## src/rtl/prd_regs.svh

```systemverilog
// Register offsets, field positions, reset values and fixed counts of the reference decoder
`ifndef PRD_REGS_SVH
`define PRD_REGS_SVH

// Byte offsets of the register words
`define PRD_FORMAT_OFFSET       4'h0
`define PRD_DISPLAY_OFFSET      4'h4
`define PRD_MONITOR_OFFSET      4'h8
`define PRD_STATUS_OFFSET       4'hc

// Field positions in the status word
`define PRD_ST_UNIT_LSB         0
`define PRD_ST_DEC_LSB          4
`define PRD_ST_BCD_ERR_BIT      8
`define PRD_ST_WIDE_BIT         9
`define PRD_ST_CARD_BIT         10
`define PRD_ST_EFF_FMT_LSB      12
`define PRD_ST_SCALE_LSB        16

// Reset values
`define PRD_FORMAT_RESET        3'h0
`define PRD_DISPLAY_RESET       16'h0000

// Selector codes and limits
`define PRD_FMT_FIVE_DIGIT      3'h6
`define PRD_FMT_BINARY          3'h7
`define PRD_DISPLAY_MAX         16'h9c3f
`define PRD_DISPLAY_RPM_MIN     16'h0002
`define PRD_DISPLAY_USER_MIN    16'h0028
`define PRD_DISPLAY_10000       16'h2710
`define PRD_DISPLAY_20000       16'h4e20
`define PRD_DISPLAY_30000       16'h7530

// Binary full scale figures
`define PRD_BIN12_FULL_SCALE    14'h0fff
`define PRD_BIN16_FULL_SCALE    16'h7530

// Digit counts of the BCD forms
`define PRD_DIGITS_NARROW       3'h3
`define PRD_DIGITS_WIDE         3'h4
`define PRD_DIGITS_FIVE         3'h5

// Bus responses
`define PRD_RESP_OKAY           2'h0
`define PRD_RESP_DECERR         2'h3

`endif

```

## src/rtl/prd_pkg.sv

```systemverilog
// Types shared by the parallel reference decoder files
package prd_pkg;
    typedef enum logic [2:0] {
        PRD_UNIT_HZ   = 3'h0,
        PRD_UNIT_PCT  = 3'h1,
        PRD_UNIT_BIN  = 3'h2,
        PRD_UNIT_RPM  = 3'h3,
        PRD_UNIT_USER = 3'h4
    } prd_unit_t;

    typedef logic [2:0]  prd_format_t;
    typedef logic [15:0] prd_display_t;
endpackage

```

## src/rtl/prd_top.sv

```systemverilog
// Parallel speed reference decoder with AXI4-Lite configuration and monitor
//
// Operation
// - Format select 0..7, reset 0, picks decode
// - Five-digit BCD only with wide card fitted; code keeps it in use if the card is removed after it was taken up
// - Display select two or more forces BCD
// - Decode uses format and width switch
// - Display 2..39 means rpm, poles given
// - Display 40..39999 means user units
// - Low four digits scale, fifth gives decimals
// - Binary reads 12 or 16 weighted bits
// - Display select 0..39999, sets monitor units
//
// Chosen here: the AXI4-Lite register port and the register offsets.
`timescale 1ns/10ps
`include "prd_regs.svh"
module prd_top (
    // Clock, reset, enable
    input  wire logic              clk,
    input  wire logic              reset,
    input  wire logic              ce,
    // Parallel reference pins
    input  wire logic [11:0]       low_input_connector,
    input  wire logic [3:0]        high_input_connector,
    input  wire logic              sign_in,
    input  wire logic              read_strobe,
    input  wire logic              input_width_switch,
    input  wire logic              wide_card_fitted,
    // Decoded reference
    output logic signed [17:0]     ref_value,
    output prd_pkg::prd_unit_t     ref_unit,
    output logic [1:0]             ref_decimals,
    output logic [15:0]            ref_scale,
    output logic                   ref_update,
    // AXI4-Lite write address
    input  wire logic [3:0]        s_axi_awaddr,
    input  wire logic              s_axi_awvalid,
    output logic                   s_axi_awready,
    // AXI4-Lite write data
    input  wire logic [31:0]       s_axi_wdata,
    input  wire logic [3:0]        s_axi_wstrb,
    input  wire logic              s_axi_wvalid,
    output logic                   s_axi_wready,
    // AXI4-Lite write response
    output logic [1:0]             s_axi_bresp,
    output logic                   s_axi_bvalid,
    input  wire logic              s_axi_bready,
    // AXI4-Lite read address
    input  wire logic [3:0]        s_axi_araddr,
    input  wire logic              s_axi_arvalid,
    output logic                   s_axi_arready,
    // AXI4-Lite read data
    output logic [31:0]            s_axi_rdata,
    output logic [1:0]             s_axi_rresp,
    output logic                   s_axi_rvalid,
    input  wire logic              s_axi_rready
);
    import prd_pkg::*;

    // Configuration and captured inputs
    prd_format_t  format_reg;
    prd_format_t  eff_format_reg;
    prd_display_t display_reg;
    logic [15:0]  data_reg;
    logic         sign_reg;
    logic         captured_reg;
    logic         bcd_error_reg;
    // Bus state
    logic         awready_reg;
    logic         wready_reg;
    logic         bvalid_reg;
    logic [1:0]   bresp_reg;
    logic [3:0]   awaddr_reg;
    logic [31:0]  wdata_reg;
    logic [3:0]   wstrb_reg;
    logic         arready_reg;
    logic         rvalid_reg;
    logic [31:0]  rdata_reg;
    logic [1:0]   rresp_reg;
    // Output flops
    logic signed [17:0] ref_value_reg;
    prd_unit_t    ref_unit_reg;
    logic [1:0]   ref_decimals_reg;
    logic [15:0]  ref_scale_reg;
    logic         ref_update_reg;

    ////////////////////////////////////////////////////////////////////////
    // Display selector split into decimals digit and four-digit scale
    wire logic        disp_ge2   = (display_reg >= `PRD_DISPLAY_RPM_MIN);
    wire logic        disp_user  = (display_reg >= `PRD_DISPLAY_USER_MIN);
    wire logic [1:0]  disp_fifth = (display_reg >= `PRD_DISPLAY_30000) ? 2'h3 :
                                   (display_reg >= `PRD_DISPLAY_20000) ? 2'h2 :
                                   (display_reg >= `PRD_DISPLAY_10000) ? 2'h1 : 2'h0;
    wire logic [15:0] disp_sub   = (disp_fifth == 2'h3) ? `PRD_DISPLAY_30000 :
                                   (disp_fifth == 2'h2) ? `PRD_DISPLAY_20000 :
                                   (disp_fifth == 2'h1) ? `PRD_DISPLAY_10000 : 16'h0000;
    wire logic [15:0] disp_low   = 16'(display_reg - disp_sub);

    ////////////////////////////////////////////////////////////////////////
    // Mode selection from selectors and width switch
    wire logic        mode_bcd   = disp_ge2 || (eff_format_reg != `PRD_FMT_BINARY);
    wire logic        mode_five  = !disp_ge2 && (eff_format_reg == `PRD_FMT_FIVE_DIGIT);
    // 12-bit word: upper nibble masked so stray pins cannot leak in
    wire logic [15:0] data_used  = input_width_switch ? data_reg
                                                      : {4'h0, data_reg[11:0]};
    // Five-digit form shifts by one: lowest digit is even, sign pin is data
    wire logic [19:0] digits     = mode_five ? {2'b00, sign_reg, data_reg, 1'b0}
                                             : {4'h0, data_used};
    wire logic [2:0]  num_digits = mode_five          ? `PRD_DIGITS_FIVE :
                                   input_width_switch ? `PRD_DIGITS_WIDE
                                                      : `PRD_DIGITS_NARROW;
    wire logic [16:0] bcd_mag;
    wire logic        bcd_bad;

    prd_bcd_to_bin u_bcd (
        .digits_in   (digits),
        .num_digits  (num_digits),
        .value_out   (bcd_mag),
        .digit_error (bcd_bad)
    );

    ////////////////////////////////////////////////////////////////////////
    // Magnitude, sign and value
    wire logic [16:0] bin_mag    = {1'b0, data_used};
    wire logic [16:0] magnitude  = mode_bcd ? bcd_mag : bin_mag;
    wire logic        negative   = sign_reg && !mode_five;
    wire logic [17:0] mag_ext    = {1'b0, magnitude};
    wire logic [17:0] value_next = negative ? 18'(-mag_ext) : mag_ext;

    ////////////////////////////////////////////////////////////////////////
    // Unit, decimals and scale of the decoded value
    prd_unit_t   unit_next;
    logic [1:0]  dec_next;
    logic [15:0] scale_next;

    always_comb begin
        unit_next  = PRD_UNIT_HZ;
        dec_next   = 2'h0;
        scale_next = 16'h0000;
        if (disp_user) begin
            unit_next  = PRD_UNIT_USER;
            dec_next   = disp_fifth;
            scale_next = disp_low;
        end else if (disp_ge2) begin
            unit_next  = PRD_UNIT_RPM;
            scale_next = display_reg;
        end else begin
            case (eff_format_reg)
                3'h0: begin
                    unit_next = PRD_UNIT_PCT;
                end
                3'h1: begin
                    unit_next = PRD_UNIT_PCT;
                    dec_next  = 2'h1;
                end
                3'h2: begin
                    unit_next = PRD_UNIT_PCT;
                    dec_next  = 2'h2;
                end
                3'h3: begin
                    unit_next = PRD_UNIT_HZ;
                end
                3'h4: begin
                    unit_next = PRD_UNIT_HZ;
                    dec_next  = 2'h1;
                end
                3'h5, 3'h6: begin
                    unit_next = PRD_UNIT_HZ;
                    dec_next  = 2'h2;
                end
                3'h7: begin
                    unit_next  = PRD_UNIT_BIN;
                    scale_next = input_width_switch ? `PRD_BIN16_FULL_SCALE
                                                    : {2'h0, `PRD_BIN12_FULL_SCALE};
                end
                default: begin
                    unit_next = PRD_UNIT_HZ;
                end
            endcase
        end
    end

    ////////////////////////////////////////////////////////////////////////
    // Capture of the parallel word, only while the strobe is high
    wire logic capture = ce && read_strobe;

    always_ff @(posedge clk or posedge reset) begin
        if (reset) begin
            data_reg     <= 16'h0000;
            sign_reg     <= 1'b0;
            captured_reg <= 1'b0;
        end else if (ce) begin
            captured_reg <= read_strobe;
            if (capture) begin
                data_reg <= {high_input_connector, low_input_connector};
                sign_reg <= sign_in;
            end
        end
    end

    // Re-decoded every cycle so a selector change shows at once
    always_ff @(posedge clk or posedge reset) begin
        if (reset) begin
            ref_value_reg    <= 18'h00000;
            ref_unit_reg     <= PRD_UNIT_HZ;
            ref_decimals_reg <= 2'h0;
            ref_scale_reg    <= 16'h0000;
            ref_update_reg   <= 1'b0;
            bcd_error_reg    <= 1'b0;
        end else if (ce) begin
            ref_value_reg    <= value_next;
            ref_unit_reg     <= unit_next;
            ref_decimals_reg <= dec_next;
            ref_scale_reg    <= scale_next;
            ref_update_reg   <= captured_reg;
            bcd_error_reg    <= mode_bcd && bcd_bad;
        end
    end

    ////////////////////////////////////////////////////////////////////////
    // Write decode with byte lanes
    wire logic        aw_take    = s_axi_awvalid && awready_reg;
    wire logic        w_take     = s_axi_wvalid && wready_reg;
    wire logic        wr_go      = !awready_reg && !wready_reg && !bvalid_reg;
    wire logic        wr_fmt     = (awaddr_reg == `PRD_FORMAT_OFFSET);
    wire logic        wr_disp    = (awaddr_reg == `PRD_DISPLAY_OFFSET);
    wire logic        wr_mapped  = wr_fmt || wr_disp ||
                                   (awaddr_reg == `PRD_MONITOR_OFFSET) ||
                                   (awaddr_reg == `PRD_STATUS_OFFSET);
    wire prd_display_t disp_merge = {wstrb_reg[1] ? wdata_reg[15:8] : display_reg[15:8],
                                     wstrb_reg[0] ? wdata_reg[7:0]  : display_reg[7:0]};
    // Out-of-range values are dropped, not clipped
    wire logic        disp_ok    = (disp_merge <= `PRD_DISPLAY_MAX);
    wire logic        fmt_load   = wr_go && wr_fmt && wstrb_reg[0];
    wire logic        disp_load  = wr_go && wr_disp && (|wstrb_reg[1:0]) && disp_ok;
    // Five-digit code without the wide card keeps the old form
    wire logic        fmt_allowed = (format_reg != `PRD_FMT_FIVE_DIGIT) ||
                                    wide_card_fitted;

    // Configuration registers
    always_ff @(posedge clk or posedge reset) begin
        if (reset) begin
            format_reg     <= `PRD_FORMAT_RESET;
            eff_format_reg <= `PRD_FORMAT_RESET;
            display_reg    <= `PRD_DISPLAY_RESET;
        end else if (ce) begin
            if (fmt_load) begin
                format_reg <= wdata_reg[2:0];
            end
            if (fmt_allowed) begin
                eff_format_reg <= format_reg;
            end
            if (disp_load) begin
                display_reg <= disp_merge;
            end
        end
    end

    // Write: address and data in either order, then response
    always_ff @(posedge clk or posedge reset) begin
        if (reset) begin
            awready_reg <= 1'b1;
            wready_reg  <= 1'b1;
            bvalid_reg  <= 1'b0;
            bresp_reg   <= `PRD_RESP_OKAY;
            awaddr_reg  <= 4'h0;
            wdata_reg   <= 32'h00000000;
            wstrb_reg   <= 4'h0;
        end else if (ce) begin
            if (aw_take) begin
                awaddr_reg  <= {s_axi_awaddr[3:2], 2'h0};
                awready_reg <= 1'b0;
            end
            if (w_take) begin
                wdata_reg  <= s_axi_wdata;
                wstrb_reg  <= s_axi_wstrb;
                wready_reg <= 1'b0;
            end
            if (wr_go) begin
                bvalid_reg <= 1'b1;
                bresp_reg  <= wr_mapped ? `PRD_RESP_OKAY : `PRD_RESP_DECERR;
            end else if (bvalid_reg && s_axi_bready) begin
                bvalid_reg  <= 1'b0;
                awready_reg <= 1'b1;
                wready_reg  <= 1'b1;
            end
        end
    end

    ////////////////////////////////////////////////////////////////////////
    // Read decode
    wire logic        ar_take    = s_axi_arvalid && arready_reg;
    wire logic [3:0]  rd_addr    = {s_axi_araddr[3:2], 2'h0};
    wire logic [31:0] status_word =
        (32'(ref_unit_reg)       << `PRD_ST_UNIT_LSB) |
        (32'(ref_decimals_reg)   << `PRD_ST_DEC_LSB) |
        (32'(bcd_error_reg)      << `PRD_ST_BCD_ERR_BIT) |
        (32'(input_width_switch) << `PRD_ST_WIDE_BIT) |
        (32'(wide_card_fitted)   << `PRD_ST_CARD_BIT) |
        (32'(eff_format_reg)     << `PRD_ST_EFF_FMT_LSB) |
        (32'(ref_scale_reg)      << `PRD_ST_SCALE_LSB);
    wire logic        rd_fmt     = (rd_addr == `PRD_FORMAT_OFFSET);
    wire logic        rd_disp    = (rd_addr == `PRD_DISPLAY_OFFSET);
    wire logic        rd_mon     = (rd_addr == `PRD_MONITOR_OFFSET);
    wire logic        rd_stat    = (rd_addr == `PRD_STATUS_OFFSET);
    wire logic [31:0] rd_word    =
        rd_fmt  ? {29'h0, format_reg} :
        rd_disp ? {16'h0000, display_reg} :
        rd_mon  ? {{14{ref_value_reg[17]}}, ref_value_reg} :
        rd_stat ? status_word : 32'h00000000;
    wire logic        rd_mapped  = rd_fmt || rd_disp || rd_mon || rd_stat;

    // Read: one at a time, data a cycle after the address
    always_ff @(posedge clk or posedge reset) begin
        if (reset) begin
            arready_reg <= 1'b1;
            rvalid_reg  <= 1'b0;
            rdata_reg   <= 32'h00000000;
            rresp_reg   <= `PRD_RESP_OKAY;
        end else if (ce) begin
            if (ar_take) begin
                arready_reg <= 1'b0;
                rvalid_reg  <= 1'b1;
                rdata_reg   <= rd_word;
                rresp_reg   <= rd_mapped ? `PRD_RESP_OKAY : `PRD_RESP_DECERR;
            end else if (rvalid_reg && s_axi_rready) begin
                rvalid_reg  <= 1'b0;
                arready_reg <= 1'b1;
            end
        end
    end

    ////////////////////////////////////////////////////////////////////////
    // Ports straight from flops
    assign ref_value     = ref_value_reg;
    assign ref_unit      = ref_unit_reg;
    assign ref_decimals  = ref_decimals_reg;
    assign ref_scale     = ref_scale_reg;
    assign ref_update    = ref_update_reg;
    assign s_axi_awready = awready_reg;
    assign s_axi_wready  = wready_reg;
    assign s_axi_bvalid  = bvalid_reg;
    assign s_axi_bresp   = bresp_reg;
    assign s_axi_arready = arready_reg;
    assign s_axi_rvalid  = rvalid_reg;
    assign s_axi_rdata   = rdata_reg;
    assign s_axi_rresp   = rresp_reg;
endmodule

```

## src/rtl/prd_bcd_to_bin.sv

```systemverilog
// Weighted sum of up to five BCD digits into a binary magnitude
`timescale 1ns/10ps
module prd_bcd_to_bin (
    // Digits, lowest digit in the low nibble
    input  wire logic [19:0] digits_in,
    input  wire logic [2:0]  num_digits,
    // Result
    output logic      [16:0] value_out,
    output logic             digit_error
);
    logic [16:0] partial [0:5];
    logic [4:0]  bad;

    assign partial[0] = 17'h00000;

    ////////////////////////////////////////////////////////////////////////
    // One stage per digit; digits above the count are ignored
    genvar i;
    generate
        for (i = 0; i < 5; i = i + 1) begin : g_digit
            localparam logic [16:0] WEIGHT = 17'(10 ** i);
            wire logic [3:0]  digit = digits_in[4*i +: 4];
            wire logic        used  = (3'(i) < num_digits);
            wire logic [16:0] term  = 17'(digit * WEIGHT);
            assign partial[i+1] = used ? 17'(partial[i] + term) : partial[i];
            // A nibble above nine is still summed, but flagged
            assign bad[i] = used && (digit > 4'h9);
        end
    endgenerate

    assign value_out   = partial[5];
    assign digit_error = |bad;
endmodule

```

## config.mk

```make
export PLATFORM = sky130hd
export DESIGN_NAME = prd_top
export DESIGN_NICKNAME = d
export VERILOG_FILES = /design/src/rtl/prd_pkg.sv /design/src/rtl/prd_top.sv /design/src/rtl/prd_bcd_to_bin.sv
export VERILOG_INCLUDE_DIRS = /design/src /design/src/rtl
export SDC_FILE = /design/constraint.sdc
export NUM_CORES = 1
export LEC_CHECK = 0
export BUFFER_PORTS_ARGS = -buffer_cell sky130_fd_sc_hd__buf_2
export CAP_MARGIN = 20
export CORE_MARGIN = 2
export CORE_UTILIZATION = 53
export CTS_CLUSTER_DIAMETER = 60
export CTS_CLUSTER_SIZE = 30
export DETAILED_ROUTE_END_ITERATION = 7
export PLACE_DENSITY = 0.78
export RECOVER_POWER = 25
export SLEW_MARGIN = 10
export SYNTH_ARGS = -nofsm -noshare
export SYNTH_HDL_FRONTEND = slang
export SYNTH_SLANG_ARGS = --single-unit
```

## constraint.sdc

```tcl
create_clock -name clk -period 8.3 [get_ports clk]
set_clock_uncertainty 0.05 [all_clocks]
set_input_delay 1.245 -clock clk [delete_from_list [all_inputs] [get_ports clk]]
set_output_delay 1.245 -clock clk [all_outputs]
set_load 0.1 [all_outputs]
```

==> metrics.csv <==
stage;metric;value;unit
logic_synthesis;Mapped Cells;1094;
setup_path;Critical Path Source Type;flip-flop;
logic_synthesis;ranking of synthesized cells by area;dfrtp_1 33%, ha_1 9.1%, mux2_2 8.5%, a21oi_1 3.3%, nand2_1 3.2%;
clocking;CTS tree;yes;
logic_synthesis;Mapped Nets;1255;
cells_and_area;layout cells sized above 1;0.2720;
drt;# DRC;0;
grt;met2 GRT Util;0.4440;
status;violated checks;capacitance limit, slew limit;
grt;met3 global-route usage;0.04795;
cells_and_area;commonest non-fill, non-tap cell in the layout;dfrtp_1;
timing;Fin. Hold Viols;0;
logic_synthesis;main combinational cell family by area after synthesis;compound AO/OA/AOI/OAI gates;
clocking;total clock sinks;140;
drt;final wirelength;27990;microns
floorplanning;Die ar.;20530;sq um
grt;first-pass GRT wire length;44830;microns
floorplanning;io pins;153;
setup_path;cell mode on critical path;ha_1;
logic_synthesis;Yosys warnings;0;
status;outcome;finished with violations;
setup_path;reg2reg path depth;29;
cells_and_area;Area growth syn-to-layout;16.43;%
setup_path;reg2reg start;display_reg[3];
clocking;clk_lat worst skew;0.42;ns
setup_path;critical path capture point;ref_value[14];
logic_synthesis;mapped cell area;10280;sq um
logic_synthesis;Avg Cell Area, Syn;9.397;sq um
setup_path;WS Path Type;reg -> reg;
floorplanning;Die Width;143.3;microns
grt;grt ovf;0;
setup_path;r2r endpoint;ref_value[14];
grt;GR Util All Layers;0.2778;
placed_design;Setup Slack @ Placement;0.1425;ns
grt;largest net degree at the start of global routing;87;
setup_path;Largest stage delay, worst path;0.56;ns
grt;initial antenna violation count;0;
floorplanning;die height;143.3;microns
timing;final critical-path share of the clock period;0.9700;
setup_path;required time worst endpoint;8.60;ns
logic_synthesis;Synth Area in Simple Gates;0.1588;
timing;final setup violation count;0;
logic_synthesis;Synth Area in Compound Gates;0.1820;
floorplanning;Placeable Area;18890;sq um
cells_and_area;most frequent cells in the layout;136 x dfrtp_1, 131 x buf_2, 87 x nand2_1;
timing;final slew viol count;84;
logic_synthesis;FF+latch count, synth;140;
cells_and_area;max FFs per register;32;
cells_and_area;n_diodes;0;
drt;via count;9019;
logic_synthesis;Synth async-reset ratio;1.000;
setup_path;WP data arrival;8.36;ns
logic_synthesis;Post-synth EDFFs;0;
clocking;CTS clock-pin slew for the worst setup and hold paths;0.06;ns
logic_synthesis;sequential share of the synthesized area;0.3412;
cells_and_area;net count reported at finish;1387;
floorplanning;row count;50;
clocking;CTS max path bufs;2;
grt;vias in the first global route;8797;
drt;DR iter-0 viols;751;
logic_synthesis;Post-Synth Adder-Cell Area;0.1185;
logic_synthesis;prevailing post-synth register cell;dfrtp_1;
timing;final setup margin;0.2488;ns
clocking;CTS root buffer;clkbuf_16;
logic_synthesis;dominant cell type by area after synthesis;dfrtp_1;
hold_path;hold_sp;s_axi_rdata[10];
drt;antenna viol nets, final;0;
logic_synthesis;post-synthesis xor/xnor area fraction;0.03919;
timing;min cycle time layout;8.051;ns
drt;Vias/cell;6.017;
drt;WL/cell;18.68;microns
setup_path;reg2reg setup slack;0.25;ns
setup_path;CP endpoint kind;flip-flop;
grt;met1 Usage GRT;0.3840;
logic_synthesis;synth unique cells;85;
placed_design;DP HPWL;20770;microns
placed_design;RePlAce Congestion;0.9347;
setup_path;CP Launch Point;display_reg[3];
clocking;CTS Buf Count;17;
grt;most used routing layer;met2;
timing;pin slew with the least headroom to its limit;3.574;ns
clocking;H-tree Lvls;4;
drt;DR pass1 iterations;6;
job;maxcap violations;1;
setup_path;Crit Path Max Fanout;5;
timing;top achievable clock speed;124.2;MHz
hold_path;min-delay worst type;reg -> reg;
timing;Max-slew headroom;-1.396;
placed_design;number of buffers added on ports;130;
logic_synthesis;mux contribution to synthesized area;0.1056;
setup_path;Slowest-stage cell, CP;or4_4;
logic_synthesis;Yosys top cell area share;0.3335;
floorplanning;Starting Density;0.5441;
final cells by class:
cell class | count | area, sq um
Timing Repair Buffer | 163 | 908.4
Fill cell | 1559 | 6924
Multi-Input combinational cell | 825 | 6347
Inverter | 79 | 297.8
Sequential cell | 140 | 3508
Tap cell | 260 | 325.3
Clock inverter | 12 | 125.1
Clock buffer | 20 | 456.7
critical path: cells and delay by family, from the launching register on:
| family | cells | cell delay [ns] |
|---|---|---|
| AO/OA/AOI/OAI | 7 | 1.25 |
| XOR/XNOR | 2 | 0.40 |
| adder cells (fa/ha/maj) | 6 | 1.90 |
| buffers and inverters | 2 | 0.17 |
| flip-flops | 1 | 0.51 |
| multiplexers | 2 | 0.53 |
| AND/OR/NAND/NOR | 10 | 3.14 |
worst min-delay path by stage:
stage,endpoint,slack [ns],cells after the start
after global placement,s_axi_rdata[10],0.41,2
final,s_axi_rdata[10],0.42,2
after global routing,s_axi_rdata[10],0.46,2
after floorplan,format_reg[1],0.41,2
after CTS,s_axi_rdata[5],0.43,2
after detailed placement,s_axi_rdata[5],0.42,2
synthesized netlist by cell type, types with 5 or more instances:
library cell and n:
a211oi_1 11, a21o_1 10, a21oi_1 68, a221oi_1 5, a22o_1 19, a22oi_1 17
a31oi_1 13, and3_1 5, clkbuf_1 35, dfrtp_1 137, fa_1 14, ha_1 75
inv_1 79, mux2_2 78, mux2i_1 14, nand2_1 87, nand2b_1 11, nand3_1 26
nor2_1 81, nor2b_1 14, nor3_1 18, nor3b_1 10, nor4_1 10, o211ai_1 10
o21a_1 5, o21ai_0 64, o22a_1 5, o22ai_1 5, o311ai_0 5, o31ai_1 5
or3_1 7, xnor2_1 30, xor2_1 16
metrics by stage:
stage / TNS [ns] / cell area (sq um) / hold WS, ns / cells / utilization
detailed placement: 0 / 11240 / 0.4177 / 1464 / 0.5948
CTS: 0 / 11820 / 0.4315 / 1496 / 0.6256
global route: -0.1087 / 11970 / 0.4566 / 1499 / 0.6335
finish: 0 / 11970 / 0.4241 / 1499 / 0.6335
floorplan: 0 / 10280 / 0.4121 / 1094 / -
global placement: 0 / 11220 / 0.4114 / 1463 / 0.5938
repair_timing:
| item | 4_1_cts | 5_1_grt |
|---|---|---|
| hold buffers | 0 | 0 |
| setup buffers | 0 | 2 |
| setup endpoints to repair | 0 | 7 |
| gates resized for setup | 0 | 28 |
layer usage:
metal,share of wire,vias to the layer above
li1,-,4219
met1,0.44,4364
met2,0.46,382
met3,0.071,54
met4,0.024,0
met5,0,-
cells by family (layout without fill, tap and decap cells):
kind of cell	Yosys count	in the layout
flops	140	140
buf+inv	129	274
compound gates	281	281
fa+ha+maj	89	89
xor+xnor	46	46
mux	95	95
simple gates	314	314
Power is left out: the tool's default activity adds up to more than one toggle a clock period on the data nets, which glitch-free logic cannot reach.
